File: src/zpq_defines.svh
// Constants for the zone pulse qualifier: timing counts, codes and limits
`ifndef ZPQ_DEFINES_SVH
`define ZPQ_DEFINES_SVH

// ****************************************
// Clock and time units
// ****************************************
`define ZPQ_CLK_PERIOD_NS   4
`define ZPQ_FINE_UNIT_MS    15
`define ZPQ_SECOND_MS       1000
`define ZPQ_MINUTE_S        60
`define ZPQ_NS_PER_MS       1000000
`define ZPQ_CYC_FINE        ((`ZPQ_FINE_UNIT_MS * `ZPQ_NS_PER_MS) / `ZPQ_CLK_PERIOD_NS)
`define ZPQ_CYC_SECOND      ((`ZPQ_SECOND_MS * `ZPQ_NS_PER_MS) / `ZPQ_CLK_PERIOD_NS)

// ****************************************
// Alarm cycles
// ****************************************
`define ZPQ_CYCLES_MIN      4'h1
`define ZPQ_CYCLES_REPEAT   4'hF

// ****************************************
// Loop codes from the terminal comparator
// ****************************************
`define ZPQ_LOOP_SHORT      3'h0
`define ZPQ_LOOP_ONE_R      3'h1
`define ZPQ_LOOP_TWO_R      3'h2
`define ZPQ_LOOP_OPEN       3'h7
`define ZPQ_EOL_OFFSET      3'h1

// ****************************************
// Reset values
// ****************************************
`define ZPQ_RST_COUNT       4'h0

`endif

File: src/zpq_pkg.sv
// Types for the zone pulse qualifier
package zpq_pkg;

	typedef enum logic [2:0] {BAL_NORM_OPEN, BAL_NORM_CLOSED, BAL_SINGLE, BAL_DOUBLE,
		BAL_SPLIT, BAL_SPLIT_EOL} zpq_bal_t;
	typedef enum logic [1:0] {DET_GENERIC, DET_ROLLER, DET_SHOCK} zpq_det_t;
	typedef enum logic [1:0] {LOC_MAIN, LOC_EXPANSION, LOC_KEYPAD} zpq_loc_t;
	typedef enum logic [2:0] {first_terminal, second_terminal, third_terminal,
		fourth_terminal, fifth_terminal, sixth_terminal, seventh_terminal,
		eighth_terminal} zpq_term_t;
	typedef enum logic {UNIT_FINE, UNIT_MINUTE} zpq_unit_t;

	typedef struct packed {
		zpq_bal_t  balancing;
		zpq_det_t  detector;
		zpq_loc_t  location;
		zpq_term_t terminal;
		logic [3:0] cycles;
		logic [7:0] pulse_qualify_time;
		zpq_unit_t qualify_unit;
		logic [7:0] window_time;
		zpq_unit_t window_unit;
		logic [3:0] pulses;
		logic [5:0] shock_sens;
	} zpq_cfg_t;

endpackage : zpq_pkg

File: src/zpq_timebase.sv
// Free-running tick generator: 15 ms, one second and one minute enables
`timescale 1ns/1ps
`include "zpq_defines.svh"

module zpq_timebase
	import zpq_pkg::*;
#(
	parameter int unsigned FINE_CYC   = `ZPQ_CYC_FINE,
	parameter int unsigned SECOND_CYC = `ZPQ_CYC_SECOND
)
(
	// Clock and reset
	input  wire logic clk,
	input  wire logic reset,
	// Tick enables
	output logic      tick_fine,
	output logic      tick_second,
	output logic      tick_minute
);

	// ****************************************
	// Counters
	// ****************************************
	logic [31:0] fine_cnt_ff, nxt_fine_cnt;
	logic [31:0] sec_cnt_ff,  nxt_sec_cnt;
	logic [5:0]  min_cnt_ff,  nxt_min_cnt;
	logic        tick_fine_ff, nxt_tick_fine;
	logic        tick_second_ff, nxt_tick_second;
	logic        tick_minute_ff, nxt_tick_minute;

	always_comb
	begin
		nxt_fine_cnt    = fine_cnt_ff + 32'h0000_0001;
		nxt_sec_cnt     = sec_cnt_ff + 32'h0000_0001;
		nxt_min_cnt     = min_cnt_ff;
		nxt_tick_fine   = 1'b0;
		nxt_tick_second = 1'b0;
		nxt_tick_minute = 1'b0;
		if (fine_cnt_ff >= FINE_CYC - 1)
		begin
			nxt_fine_cnt  = 32'h0000_0000;
			nxt_tick_fine = 1'b1;
		end
		if (sec_cnt_ff >= SECOND_CYC - 1)
		begin
			nxt_sec_cnt     = 32'h0000_0000;
			nxt_tick_second = 1'b1;
			nxt_min_cnt     = min_cnt_ff + 6'h01;
			if (min_cnt_ff == 6'(`ZPQ_MINUTE_S - 1))
			begin
				nxt_min_cnt     = 6'h00;
				nxt_tick_minute = 1'b1;
			end
		end
	end

	always_ff @(posedge clk)
	begin
		if (reset)
		begin
			fine_cnt_ff    <= 32'h0000_0000;
			sec_cnt_ff     <= 32'h0000_0000;
			min_cnt_ff     <= 6'h00;
			tick_fine_ff   <= 1'b0;
			tick_second_ff <= 1'b0;
			tick_minute_ff <= 1'b0;
		end
		else
		begin
			fine_cnt_ff    <= nxt_fine_cnt;
			sec_cnt_ff     <= nxt_sec_cnt;
			min_cnt_ff     <= nxt_min_cnt;
			tick_fine_ff   <= nxt_tick_fine;
			tick_second_ff <= nxt_tick_second;
			tick_minute_ff <= nxt_tick_minute;
		end
	end

	assign tick_fine   = tick_fine_ff;
	assign tick_second = tick_second_ff;
	assign tick_minute = tick_minute_ff;

endmodule : zpq_timebase

File: src/zpq_zone.sv
// Zone pulse qualifier: balancing decode, pulse timing, window counting, alarm cycles
`timescale 1ns/1ps
`include "zpq_defines.svh"

// How it works
// - The loop code is decoded for normally open, normally closed, single, double and both split-zone balancings.
// - The alarm-cycle limit is taken as 1 to 15, a zero being raised to 1, and alarms stop once a limit of 1 to 14 is used.
// - A limit of 15 makes the zone repetitive with no cap on alarm cycles.
// - A generic condition must persist for the qualify time, in 15 ms units or minutes, to count as a pulse.
// - A generic zone needing more than one pulse alarms only when that many arrive inside its window.
// - A generic zone raises its alarm event once the set number of qualified pulses is seen.
// - A rollerblind zone needing more than one pulse alarms only after that many inside its window.
// - A higher shock sensitivity value demands a stronger shock, so detection gets less sensitive.
// - A shock zone needing more than one pulse alarms only when that many arrive inside its window.
// - A shock zone with a pulse count of 0 alarms on the sensitivity comparison alone, counting nothing.
// - Minute intervals run on a free minute tick, so they end up to one minute early but never late.
module zpq_zone
	import zpq_pkg::*;
#(
	parameter int unsigned FINE_CYC   = `ZPQ_CYC_FINE,
	parameter int unsigned SECOND_CYC = `ZPQ_CYC_SECOND
)
(
	// Clock and reset
	input  wire logic       clk,
	input  wire logic       reset,
	// Configuration
	input  wire zpq_cfg_t   cfg,
	input  wire logic       cycles_clear,
	// Detector side
	input  wire logic [2:0] loop_code,
	input  wire logic [5:0] shock_level,
	// Results
	output logic            zone_alarm,
	output logic            second_alarm,
	output logic            loop_tamper,
	output logic            config_error,
	output logic [3:0]      pulse_count,
	output logic [3:0]      cycles_used
);

	// ****************************************
	// Time base
	// ****************************************
	logic tick_fine, tick_second, tick_minute;

	zpq_timebase #(
		.FINE_CYC   (FINE_CYC),
		.SECOND_CYC (SECOND_CYC)
	) u_timebase (
		.clk         (clk),
		.reset       (reset),
		.tick_fine   (tick_fine),
		.tick_second (tick_second),
		.tick_minute (tick_minute)
	);

	// ****************************************
	// Balancing decode and type check
	// ****************************************
	logic       cond_a, cond_b, tamper, type_ok;
	logic [2:0] split_code;

	always_comb
	begin
		cond_a     = 1'b0;
		cond_b     = 1'b0;
		tamper     = 1'b0;
		split_code = loop_code;
		unique case (cfg.balancing)
			BAL_NORM_OPEN:   cond_a = (loop_code == `ZPQ_LOOP_SHORT);
			BAL_NORM_CLOSED: cond_a = (loop_code != `ZPQ_LOOP_SHORT);
			BAL_SINGLE:
			begin
				cond_a = (loop_code != `ZPQ_LOOP_ONE_R);
				tamper = (loop_code == `ZPQ_LOOP_SHORT);
			end
			BAL_DOUBLE:
			begin
				cond_a = (loop_code == `ZPQ_LOOP_TWO_R);
				tamper = (loop_code != `ZPQ_LOOP_ONE_R) && !cond_a;
			end
			BAL_SPLIT, BAL_SPLIT_EOL:
			begin
				if (cfg.balancing == BAL_SPLIT_EOL)
					split_code = loop_code - `ZPQ_EOL_OFFSET;
				tamper = (loop_code == `ZPQ_LOOP_OPEN) ||
					(cfg.balancing == BAL_SPLIT_EOL && loop_code == `ZPQ_LOOP_SHORT);
				cond_a = split_code[0] && !tamper;
				cond_b = split_code[1] && !tamper;
			end
			default: tamper = 1'b1;
		endcase
		type_ok = (cfg.detector == DET_GENERIC) || (cfg.location == LOC_KEYPAD) ||
			(cfg.location == LOC_MAIN && cfg.terminal <= second_terminal) ||
			(cfg.location == LOC_EXPANSION && cfg.terminal <= fourth_terminal);
	end

	// ****************************************
	// Pulse sources
	// ****************************************
	logic       shock_over;
	logic       prev_a_ff, prev_b_ff, prev_over_ff;
	logic       qual_done_ff, nxt_qual_done;
	logic [7:0] qual_cnt_ff, nxt_qual_cnt;
	logic       qual_evt, pulse_evt, qual_tick;
	logic [7:0] qual_target;

	always_comb
	begin
		shock_over    = (shock_level > cfg.shock_sens);
		qual_tick     = (cfg.qualify_unit == UNIT_MINUTE) ? tick_minute : tick_fine;
		qual_target   = (cfg.pulse_qualify_time == 8'h00) ? 8'h01 : cfg.pulse_qualify_time;
		nxt_qual_cnt  = qual_cnt_ff;
		nxt_qual_done = qual_done_ff;
		qual_evt      = 1'b0;
		if (!cond_a)
		begin
			nxt_qual_cnt  = 8'h00;
			nxt_qual_done = 1'b0;
		end
		else if (!qual_done_ff && qual_tick)
		begin
			nxt_qual_cnt = qual_cnt_ff + 8'h01;
			if (nxt_qual_cnt >= qual_target)
			begin
				qual_evt      = 1'b1;
				nxt_qual_done = 1'b1;
			end
		end
		unique case (cfg.detector)
			DET_GENERIC: pulse_evt = qual_evt;
			DET_ROLLER:  pulse_evt = cond_a && !prev_a_ff;
			DET_SHOCK:   pulse_evt = shock_over && !prev_over_ff;
			default:     pulse_evt = 1'b0;
		endcase
	end

	always_ff @(posedge clk)
	begin
		if (reset)
		begin
			prev_a_ff    <= 1'b0;
			prev_b_ff    <= 1'b0;
			prev_over_ff <= 1'b0;
			qual_cnt_ff  <= 8'h00;
			qual_done_ff <= 1'b0;
		end
		else
		begin
			prev_a_ff    <= cond_a;
			prev_b_ff    <= cond_b;
			prev_over_ff <= shock_over;
			qual_cnt_ff  <= nxt_qual_cnt;
			qual_done_ff <= nxt_qual_done;
		end
	end

	// ****************************************
	// Window counting and alarm cycles
	// ****************************************
	typedef enum logic {ST_IDLE, ST_COUNT} zpq_state_t;
	zpq_state_t state_ff, nxt_state;
	logic [3:0] cnt_ff, nxt_cnt;
	logic [7:0] win_cnt_ff, nxt_win_cnt;
	logic [3:0] used_ff, nxt_used;
	logic       alarm_ff, nxt_alarm;
	logic       second_ff, nxt_second;
	logic       tamper_ff, cfg_err_ff;
	logic [3:0] need, lim_eff;
	logic [7:0] win_target;
	logic       win_tick, win_expire, cycle_ok, alarm_req;

	always_comb
	begin
		need       = (cfg.pulses == 4'h0) ? 4'h1 : cfg.pulses;
		lim_eff    = (cfg.cycles < `ZPQ_CYCLES_MIN) ? `ZPQ_CYCLES_MIN : cfg.cycles;
		cycle_ok   = (lim_eff == `ZPQ_CYCLES_REPEAT) || (used_ff < lim_eff);
		win_target = (cfg.window_time == 8'h00) ? 8'h01 : cfg.window_time;
		win_tick   = (cfg.window_unit == UNIT_MINUTE) ? tick_minute : tick_second;
		win_expire = win_tick && (win_cnt_ff + 8'h01 >= win_target);
		nxt_state  = state_ff;
		nxt_cnt    = cnt_ff;
		nxt_win_cnt = win_cnt_ff;
		alarm_req  = 1'b0;
		unique case (state_ff)
			ST_IDLE:
			begin
				if (pulse_evt && need == 4'h1)
					alarm_req = 1'b1;
				else if (pulse_evt && cfg.detector == DET_SHOCK && cfg.pulses == 4'h0)
					alarm_req = 1'b1;
				else if (pulse_evt)
				begin
					nxt_state   = ST_COUNT;
					nxt_cnt     = 4'h1;
					nxt_win_cnt = 8'h00;
				end
			end
			ST_COUNT:
			begin
				if (pulse_evt && cnt_ff + 4'h1 >= need)
				begin
					alarm_req = 1'b1;
					nxt_state = ST_IDLE;
					nxt_cnt   = `ZPQ_RST_COUNT;
				end
				else if (win_expire)
				begin
					nxt_state = ST_IDLE;
					nxt_cnt   = `ZPQ_RST_COUNT;
				end
				else
				begin
					if (pulse_evt)
						nxt_cnt = cnt_ff + 4'h1;
					if (win_tick)
						nxt_win_cnt = win_cnt_ff + 8'h01;
				end
			end
		endcase
		nxt_alarm  = alarm_req && type_ok && cycle_ok;
		nxt_second = cond_b && !prev_b_ff && type_ok && cycle_ok;
		nxt_used   = used_ff;
		if (cycles_clear)
			nxt_used = `ZPQ_RST_COUNT;
		else if ((nxt_alarm || nxt_second) && used_ff != `ZPQ_CYCLES_REPEAT)
			nxt_used = used_ff + 4'h1;
	end

	always_ff @(posedge clk)
	begin
		if (reset)
		begin
			state_ff   <= ST_IDLE;
			cnt_ff     <= `ZPQ_RST_COUNT;
			win_cnt_ff <= 8'h00;
			used_ff    <= `ZPQ_RST_COUNT;
			alarm_ff   <= 1'b0;
			second_ff  <= 1'b0;
			tamper_ff  <= 1'b0;
			cfg_err_ff <= 1'b0;
		end
		else
		begin
			state_ff   <= nxt_state;
			cnt_ff     <= nxt_cnt;
			win_cnt_ff <= nxt_win_cnt;
			used_ff    <= nxt_used;
			alarm_ff   <= nxt_alarm;
			second_ff  <= nxt_second;
			tamper_ff  <= tamper;
			cfg_err_ff <= !type_ok;
		end
	end

	assign zone_alarm   = alarm_ff;
	assign second_alarm = second_ff;
	assign loop_tamper  = tamper_ff;
	assign config_error = cfg_err_ff;
	assign pulse_count  = cnt_ff;
	assign cycles_used  = used_ff;

	// ****************************************
	// Assertions
	// ****************************************
	AST_TYPE_BLOCK: assert property (@(posedge clk) disable iff (reset)
		!type_ok |=> !alarm_ff && cfg_err_ff)
		else $error("Alarm raised on a terminal that rejects the type");
	AST_CYCLE_CAP: assert property (@(posedge clk) disable iff (reset)
		alarm_ff && $past(lim_eff) != 4'hF && !$past(cycles_clear) |-> used_ff <= $past(lim_eff))
		else $error("Alarm cycles exceeded the limit");
	AST_REPEAT: assert property (@(posedge clk) disable iff (reset)
		cfg.cycles == 4'hF && alarm_req && type_ok |=> alarm_ff)
		else $error("Repetitive zone suppressed an alarm");
	AST_WIN_CLEAR: assert property (@(posedge clk) disable iff (reset)
		state_ff == ST_COUNT && win_expire && !pulse_evt |=> cnt_ff == 4'h0 && state_ff == ST_IDLE)
		else $error("Window expiry did not clear the count");
	AST_SHOCK_DIRECT: assert property (@(posedge clk) disable iff (reset)
		cfg.detector == DET_SHOCK && cfg.pulses == 4'h0 && shock_over && !prev_over_ff &&
		state_ff == ST_IDLE && type_ok && cycle_ok |=> alarm_ff)
		else $error("Shock comparison did not raise the alarm");
	AST_ALARM_CAUSE: assert property (@(posedge clk) disable iff (reset)
		alarm_ff |-> $past(pulse_evt) && ($past(cnt_ff) + 4'h1 >= $past(need) ||
		$past(state_ff) == ST_IDLE))
		else $error("Alarm without the required pulse count");
	AST_QUALIFY: assert property (@(posedge clk) disable iff (reset)
		cfg.detector == DET_GENERIC && cfg.qualify_unit == UNIT_FINE &&
		cfg.pulse_qualify_time == 8'h03
		&& $rose(cond_a) ##1 (cond_a && !tick_fine)[*2] |-> !qual_done_ff || $past(qual_done_ff, 2))
		else $error("Generic pulse qualified too early");
	AST_SPLIT_B: assert property (@(posedge clk) disable iff (reset)
		cfg.balancing == BAL_SPLIT && loop_code == 3'h2 && !prev_b_ff && type_ok && cycle_ok
		|=> second_ff)
		else $error("Split zone second contact missed");

endmodule : zpq_zone

File: config.mk
export PLATFORM = sky130hd
export DESIGN_NAME = zpq_zone
export DESIGN_NICKNAME = d
export VERILOG_FILES = /design/src/zpq_pkg.sv /design/src/zpq_timebase.sv /design/src/zpq_zone.sv
export VERILOG_INCLUDE_DIRS = /design/src
export SDC_FILE = /design/constraint.sdc
export NUM_CORES = 1
export LEC_CHECK = 0
export ABC_AREA = 1
export BUFFER_PORTS_ARGS = -buffer_cell sky130_fd_sc_hd__buf_2
export CAP_MARGIN = 10
export CORE_MARGIN = 2
export CORE_UTILIZATION = 52
export CTS_BUF_LIST = sky130_fd_sc_hd__clkbuf_2
export DETAILED_ROUTE_END_ITERATION = 16
export PLACE_DENSITY_LB_ADDON = 0.2
export SETUP_SLACK_MARGIN = 0.02
export SLEW_MARGIN = 20
export SYNTH_ARGS = -nofsm -noshare
export SYNTH_HDL_FRONTEND = slang
export SYNTH_SLANG_ARGS = --single-unit
export TNS_END_PERCENT = 50
File: constraint.sdc
create_clock -name clk -period 2.9 [get_ports clk]
set_input_delay 0.435 -clock clk [delete_from_list [all_inputs] [get_ports clk]]
set_output_delay 0.435 -clock clk [all_outputs]
set_load 0.02 [all_outputs]
## Word level (Yosys, flattened, before mapping)

Cells that the tools add are included.

| cells by class | value |
|---|---|
| add/sub/neg operators | 8 |
| order comparisons | 10 |
| equality and inequality tests | 23 |
| mux-type cells | 43 |
| bitwise logic cells | 3 |
| reduce and logical (&&, ||, !) cells | 51 |

Operators with widths:

| operator | number |
|---|---|
| 32-bit by 1-bit adder with 32-bit output (second input constant) | 2 |
| 8-bit two-way mux | 8 |
| 32-bit by 22-bit >= comparator with 1-bit output (second input constant) | 1 |
| 32-bit by 28-bit >= comparator with 1-bit output (second input constant) | 1 |
| 4-bit two-way mux | 8 |
| 1-bit logical AND | 20 |
| 1-bit two-way mux | 17 |
| 8-bit by 1-bit adder with 8-bit output (second input constant) | 2 |
| 8-bit >= comparator | 2 |
| 8-bit zero test | 2 |
| 8-bit one-hot mux with 2 select lines | 1 |
| 2-bit OR reduction | 7 |
| 2-bit inequality test (second input constant) | 5 |
| 3-bit by 2-bit == test with 1-bit output (second input constant) | 3 |
| 3-bit == test (second input constant) | 3 |
| 4-bit by 1-bit adder with 4-bit output (second input constant) | 2 |
| 4-bit one-hot mux with 2 select lines | 1 |
| 1-bit zero test | 7 |
| 6-bit by 1-bit adder with 6-bit output (second input constant) | 1 |
| 6-bit == test (second input constant) | 1 |
| 6-bit greater-than comparator | 1 |
| 3-bit zero test | 2 |
| 1-bit logical OR | 6 |
| 6-bit two-way mux | 1 |
| other kinds (27) | 34 |

| word-level totals | value |
|---|---|
| register bits after elaboration | 106 |
| input port bits | 54 |

## Longest topological paths before layout

| depth | value |
|---|---|
| word-level depth | 17 |
| gate-level depth with buffers | 20 |
| depth with buffers taken out | 20 |

## Hierarchy

A second synthesis with hierarchy kept.

| unflattened totals | value |
|---|---|
| cells, all modules | 883 |
| area, all modules | 6,160.9 µm² |

By module, submodules not included:

| module | instances | cells each | area each (µm²) | sequential area each (µm²) |
|---|---|---|---|---|
| zpq_timebase | 1 | 491 | 3,463.3 | 1,461.4 |
| zpq_zone | 1 | 392 | 2,697.6 | 660.6 |

## Least setup slack after synthesis

No wires, ideal clock.

| timing | value |
|---|---|
| path type | flip-flop to flip-flop |
| start | reg qual_cnt_ff[0] |
| end | reg win_cnt_ff[1] |
| library setup time | 0.128 ns |
| arrival | 2.340 ns |
| data required time | 2.772 ns |
| setup slack | 0.433 ns |
| cell stages (with the launch flop) | 19 |
| clock period less this slack | 2.467 ns |
| cells stage by stage | dfxtp_1 ha_1 nand3_1 nand3b_1 xnor2_1 ha_1 nand2_1 nor2_1 nand4_1 nand3_1 nand4_1 nand2_2 nand2_2 nand2_2 nand2_4 nor2_8 nand2_1 nand2_1 nor2_1 |

| on the way | value |
|---|---|
| longest elaborated chain between the ends | 10 |

Ends and longest elaborated chain:

| element | line | text |
|---|---|---|
| from (decl) | zpq_zone.sv:105 | `logic [7:0] qual_cnt_ff, nxt_qual_cnt;` |
| from (signal assigned) | zpq_zone.sv:154 | `qual_cnt_ff <= nxt_qual_cnt;` |
| 8-bit by 1-bit adder with 8-bit output * | zpq_zone.sv:124 | `nxt_qual_cnt = qual_cnt_ff + 8'h01;` |
| 8-bit >= comparator * | zpq_zone.sv:125 | `if (nxt_qual_cnt >= qual_target)` |
| 1-bit two-way mux * | zpq_zone.sv:125 |  |
| 1-bit two-way mux * | zpq_zone.sv:122 | `else if (!qual_done_ff && qual_tick)` |
| 1-bit two-way mux * | zpq_zone.sv:117 | `if (!cond_a)` |
| 1-bit one-hot mux with 3 select lines * | zpq_zone.sv:131 | `unique case (cfg.detector)` |
| 1-bit logical AND (2 in series) | zpq_zone.sv:191 | `else if (pulse_evt && cfg.detector == DET_SHOCK && cfg.pulses == 4'h0)` |
| 2-bit inequality test (no source line) | - |  |
| 6-bit AND reduction (no source line) * | - |  |
| to (signal assigned) | zpq_zone.sv:248 | `win_cnt_ff <= nxt_win_cnt;` |
| to (decl) | zpq_zone.sv:165 | `logic [7:0] win_cnt_ff, nxt_win_cnt;` |

Every way passes the cells marked *; elsewhere a longest branch is shown, timed or not.
A chain may end at the register's enable or synchronous reset.

## Worst setup path after layout

| timing | value |
|---|---|
| start | reg qual_cnt_ff[0] |
| end | reg win_cnt_ff[5] |

Same word-level chain as after synthesis.

==> flow_summary.toml <==
[placed_design]
dpl_cell_area_um2 = 6370
dp_hpwl_um = 9060
port_buffers = 64
gp_congestion = 0.851
placedCellCount = 1008

[synth]
ys_async_sr_fraction_pct = 0
synth_edf_count = 0
yosys_most_used_dff = "dfxtp_1"
yosys.area.top_type = "dfxtp_1"
synthCells = 798
synth_top_area_share_pct = 36.2
yosysSeqAreaShare_pct = 36.2
syn_avg_cell_area_um2 = 7.34
synth.area.top_cells = "dfxtp_1, nand2_1, ha_1"
syn_area_um2 = 5860
synth_most_common_cell = "nand2_1"
ys_seq_elements = 106
yosys-top-cells-count = "nand2_1, nor2_1, inv_1"
synth_cell_types = 53
yosysWarningCount = 0

[setup_path]
startpoint_type = "flip-flop"
end_kind = "flip-flop"
r2r-start = "qual_cnt_ff[0]$_SDFFE_PP0P_"
required_ns = 3.35
cpMaxStageDelayCell = "dfxtp_4"
crit_path_max_fanout = 9
critPathArrivalTime_ns = 3.12
path_cells = "ha_4, nand3_2, nand3b_1, xnor2_2, ha_1, nand2_1, nor2_2, nand4_1, nand3_2, nand4_1, nand2_2, nand2_4, nand2_4, nand2_8, nor2_8, nand2_1, nand2_1, nor2_1"
reg2regPathDepth = 18
cpMostUsedCell = "nand2_1"
slowest_delay_ns = 0.44
reg2reg_slack_ns = 0.23
timing.rr.end = "win_cnt_ff[5]$_SDFFE_PP0P_"
critical_path_class = "flip-flop to flip-flop"

[pwr]
irDropWorstVdd_uv = 216
power_density_nw_per_um2 = 382
leakage_uw = 0.00296

[layout]
drive_gt1_share_pct = 15.6
syn2layout_area_growth_pct = 12.1
fill_cells = 1013
diodes = 0
final_cells = 1027
multiInputGateArea_um2 = 3390
seq_area_um2 = 2140
fin_area_um2 = 6570
finalNetCount = 976

[clock_network]
path_clk_slew_ns = 0.28
worstSkewPairLatency_ns = 0.57
cts_tree = "built"
cts_max_level = 3
ctsHoldBuffers = 0
clock-sinks = 106
clockBufferDepth = 2
numCtsBuffers = 9
cts_root_buffer = "clkbuf_2"

[timing]
fmax_ghz = 0.375
hold_viol = 0
slew_viol_final = 0
worst_pin_slew_ns = 0.613
grt_setup_unrepaired = "true"
fin_crit_sh_pct = 92.0
finalClockSkew_ns = 0.0393
fin_crit_ns = 2.67
setup_violations = 0
slew_headroom_pct = 58.5

[drt]
ant_nets = 0
dr.pass1.iters = 6
wirelength_um = 11800
num_vias = 5219
route.detailed.drc = 0
dr.first_iter.drc_count = 149
routedWlPerCell_um = 11.5
viasPerCell = 5.08

[global_route]
grt_max_degree = 26
grtUsageTotal_pct = 19.9
overflow = 0
grt_pass1_vias = 4826
grt_antenna_before_repair = 0
grt_pass1_wl_um = 19600

[die]
die_area_um2 = 12100
num_io_pins = 66
die_width_um = 110
fp-row-count = 38
design.core.area_um2 = 10900
die_height_um = 110
initial_core_util_pct = 53.6

[min_path]
hold_path.class = "primary input to flip-flop"
min_from = "cycles_clear"
min_path_cells = 4
hold_path_end = "cycles_used[1]$_SDFFE_PP0P_"

[outcome]
outcome = "complete, no violations"

[run]
cap_violations = 0
==> per-stage QoR <==
| step | hold slack (ns) | power (µW) | TNS (ns) | worst slack (ns) | util (%) |
|---|---|---|---|---|---|
| 5_1_grt | 0.0559 | 2650 | -0.000892 | -0.000892 | 60.0 |
| 3_3_place_gp | 0.428 | 1920 | 0 | 0.141 | 58.3 |
| 3_5_place_dp | 0.440 | 1940 | 0 | 0.0554 | 58.3 |
| 2_1_floorplan | 0.417 | 1820 | 0 | 0.433 | - |
| 6_report | 0.101 | 2510 | 0 | 0.232 | 60.0 |
| 4_1_cts | 0.0588 | 2520 | 0 | 0.0229 | 59.0 |
==> layout by cell type, fill, tap and decap left out, types with 3 or more instances in the layout <==
| master | netlist | routed |
|---|---|---|
| ha_1 | 40 | 39 |
| nand4_1 | 21 | 21 |
| xnor2_1 | 10 | 9 |
| inv_1 | 113 | 113 |
| clkbuf_2 | 0 | 13 |
| or2_2 | 7 | 7 |
| buf_2 | 1 | 64 |
| buf_4 | 1 | 4 |
| nand3_1 | 41 | 38 |
| nor2_1 | 114 | 113 |
| nand3b_1 | 7 | 7 |
| nor4_1 | 9 | 9 |
| nor3b_1 | 7 | 7 |
| a31oi_1 | 3 | 3 |
| dfxtp_4 | 0 | 5 |
| o21ai_0 | 17 | 17 |
| nor2_4 | 2 | 3 |
| nand3_2 | 4 | 7 |
| dfxtp_1 | 106 | 100 |
| nand2_2 | 4 | 4 |
| xor2_1 | 26 | 26 |
| nand2_1 | 146 | 144 |
| conb_1 | 1 | 14 |
| nor3_1 | 17 | 17 |
| nand2_4 | 2 | 3 |
| nor2_2 | 9 | 10 |
| o21bai_1 | 8 | 8 |
| a21oi_1 | 43 | 43 |
==> worst max-delay path: cells and delay by family, from the launching register on <==
| family | cells | cell delay [ns] |
|---|---|---|
| fa+ha+maj | 2 | 0.44 |
| simple gates | 15 | 1.54 |
| xor+xnor | 1 | 0.16 |
| flops | 1 | 0.44 |
==> where the power goes <==
group / leakage, µW / switching, µW / internal [µW]
clock network: 0.0000613 / 445 / 124
registers: 0.000868 / 39.5 / 1510
logic: 0.00203 / 230 / 162
==> cell type report <==
cell class                      count  area share (%)
Multi-Input combinational cell    583            51.6
Clock inverter                      3           0.248
Tap cell                          140            2.67
Inverter                          114            6.52
Clock buffer                       13           0.991
Sequential cell                   106            32.6
Timing Repair Buffer               68            5.34
==> routing by layer <==
layer | track usage (%) | up-vias | wire length (µm)
met5 | 0 | - | 0
met4 | 6.34 | 0 | 106
met3 | 4.41 | 10 | 543
met1 | 23.2 | 2360 | 5290
li1 | - | 2745 | -
met2 | 36.1 | 104 | 5860
==> kinds of logic after synthesis <==
kind of cell	count (synthesis)	share of synthesized area, %
compound gates	90	9.08
xor+xnor	36	5.38
fa+ha+maj	40	8.54
buf+inv	123	8.09
flops	106	36.2
mux	1	0.192
other cells	1	0.0640
simple gates	401	32.4
==> how the worst max path moves through the flow <==
stage	from	end	depth (start not counted)
after floorplan	qual_cnt_ff[0]$_SDFFE_PP0P_	win_cnt_ff[1]$_SDFFE_PP0P_	18
after global placement	qual_cnt_ff[0]$_SDFFE_PP0P_	win_cnt_ff[2]$_SDFFE_PP0P_	18
after detailed placement	qual_cnt_ff[0]$_SDFFE_PP0P_	win_cnt_ff[1]$_SDFFE_PP0P_	18
after CTS	qual_cnt_ff[0]$_SDFFE_PP0P_	win_cnt_ff[5]$_SDFFE_PP0P_	18
after global routing	qual_cnt_ff[0]$_SDFFE_PP0P_	win_cnt_ff[4]$_SDFFE_PP0P_	20
final	qual_cnt_ff[0]$_SDFFE_PP0P_	win_cnt_ff[5]$_SDFFE_PP0P_	18
==> registers in the layout, summed over array words and instances (netlist names) <==
| signal | count |
|---|---|
| u_timebase.fine_cnt_ff | 32 |
| u_timebase.min_cnt_ff | 6 |
| second_alarm | 1 |
| prev_a_ff | 1 |
| cycles_used | 4 |
| u_timebase.tick_minute | 1 |
| state_ff | 1 |
| zone_alarm | 1 |
| u_timebase.tick_second | 1 |
| qual_done_ff | 1 |
| win_cnt_ff | 8 |
| qual_cnt_ff | 8 |
| loop_tamper | 1 |
| pulse_count | 4 |
| prev_b_ff | 1 |
| u_timebase.sec_cnt_ff | 32 |
| prev_over_ff | 1 |
| config_error | 1 |
| u_timebase.tick_fine | 1 |
==> repair_timing <==
action                     CTS  global route
setup endpoints to repair    0            16
gates resized for setup      0            24
setup buffers                0             2
Note: power is estimated with default switching activity, not from simulation.
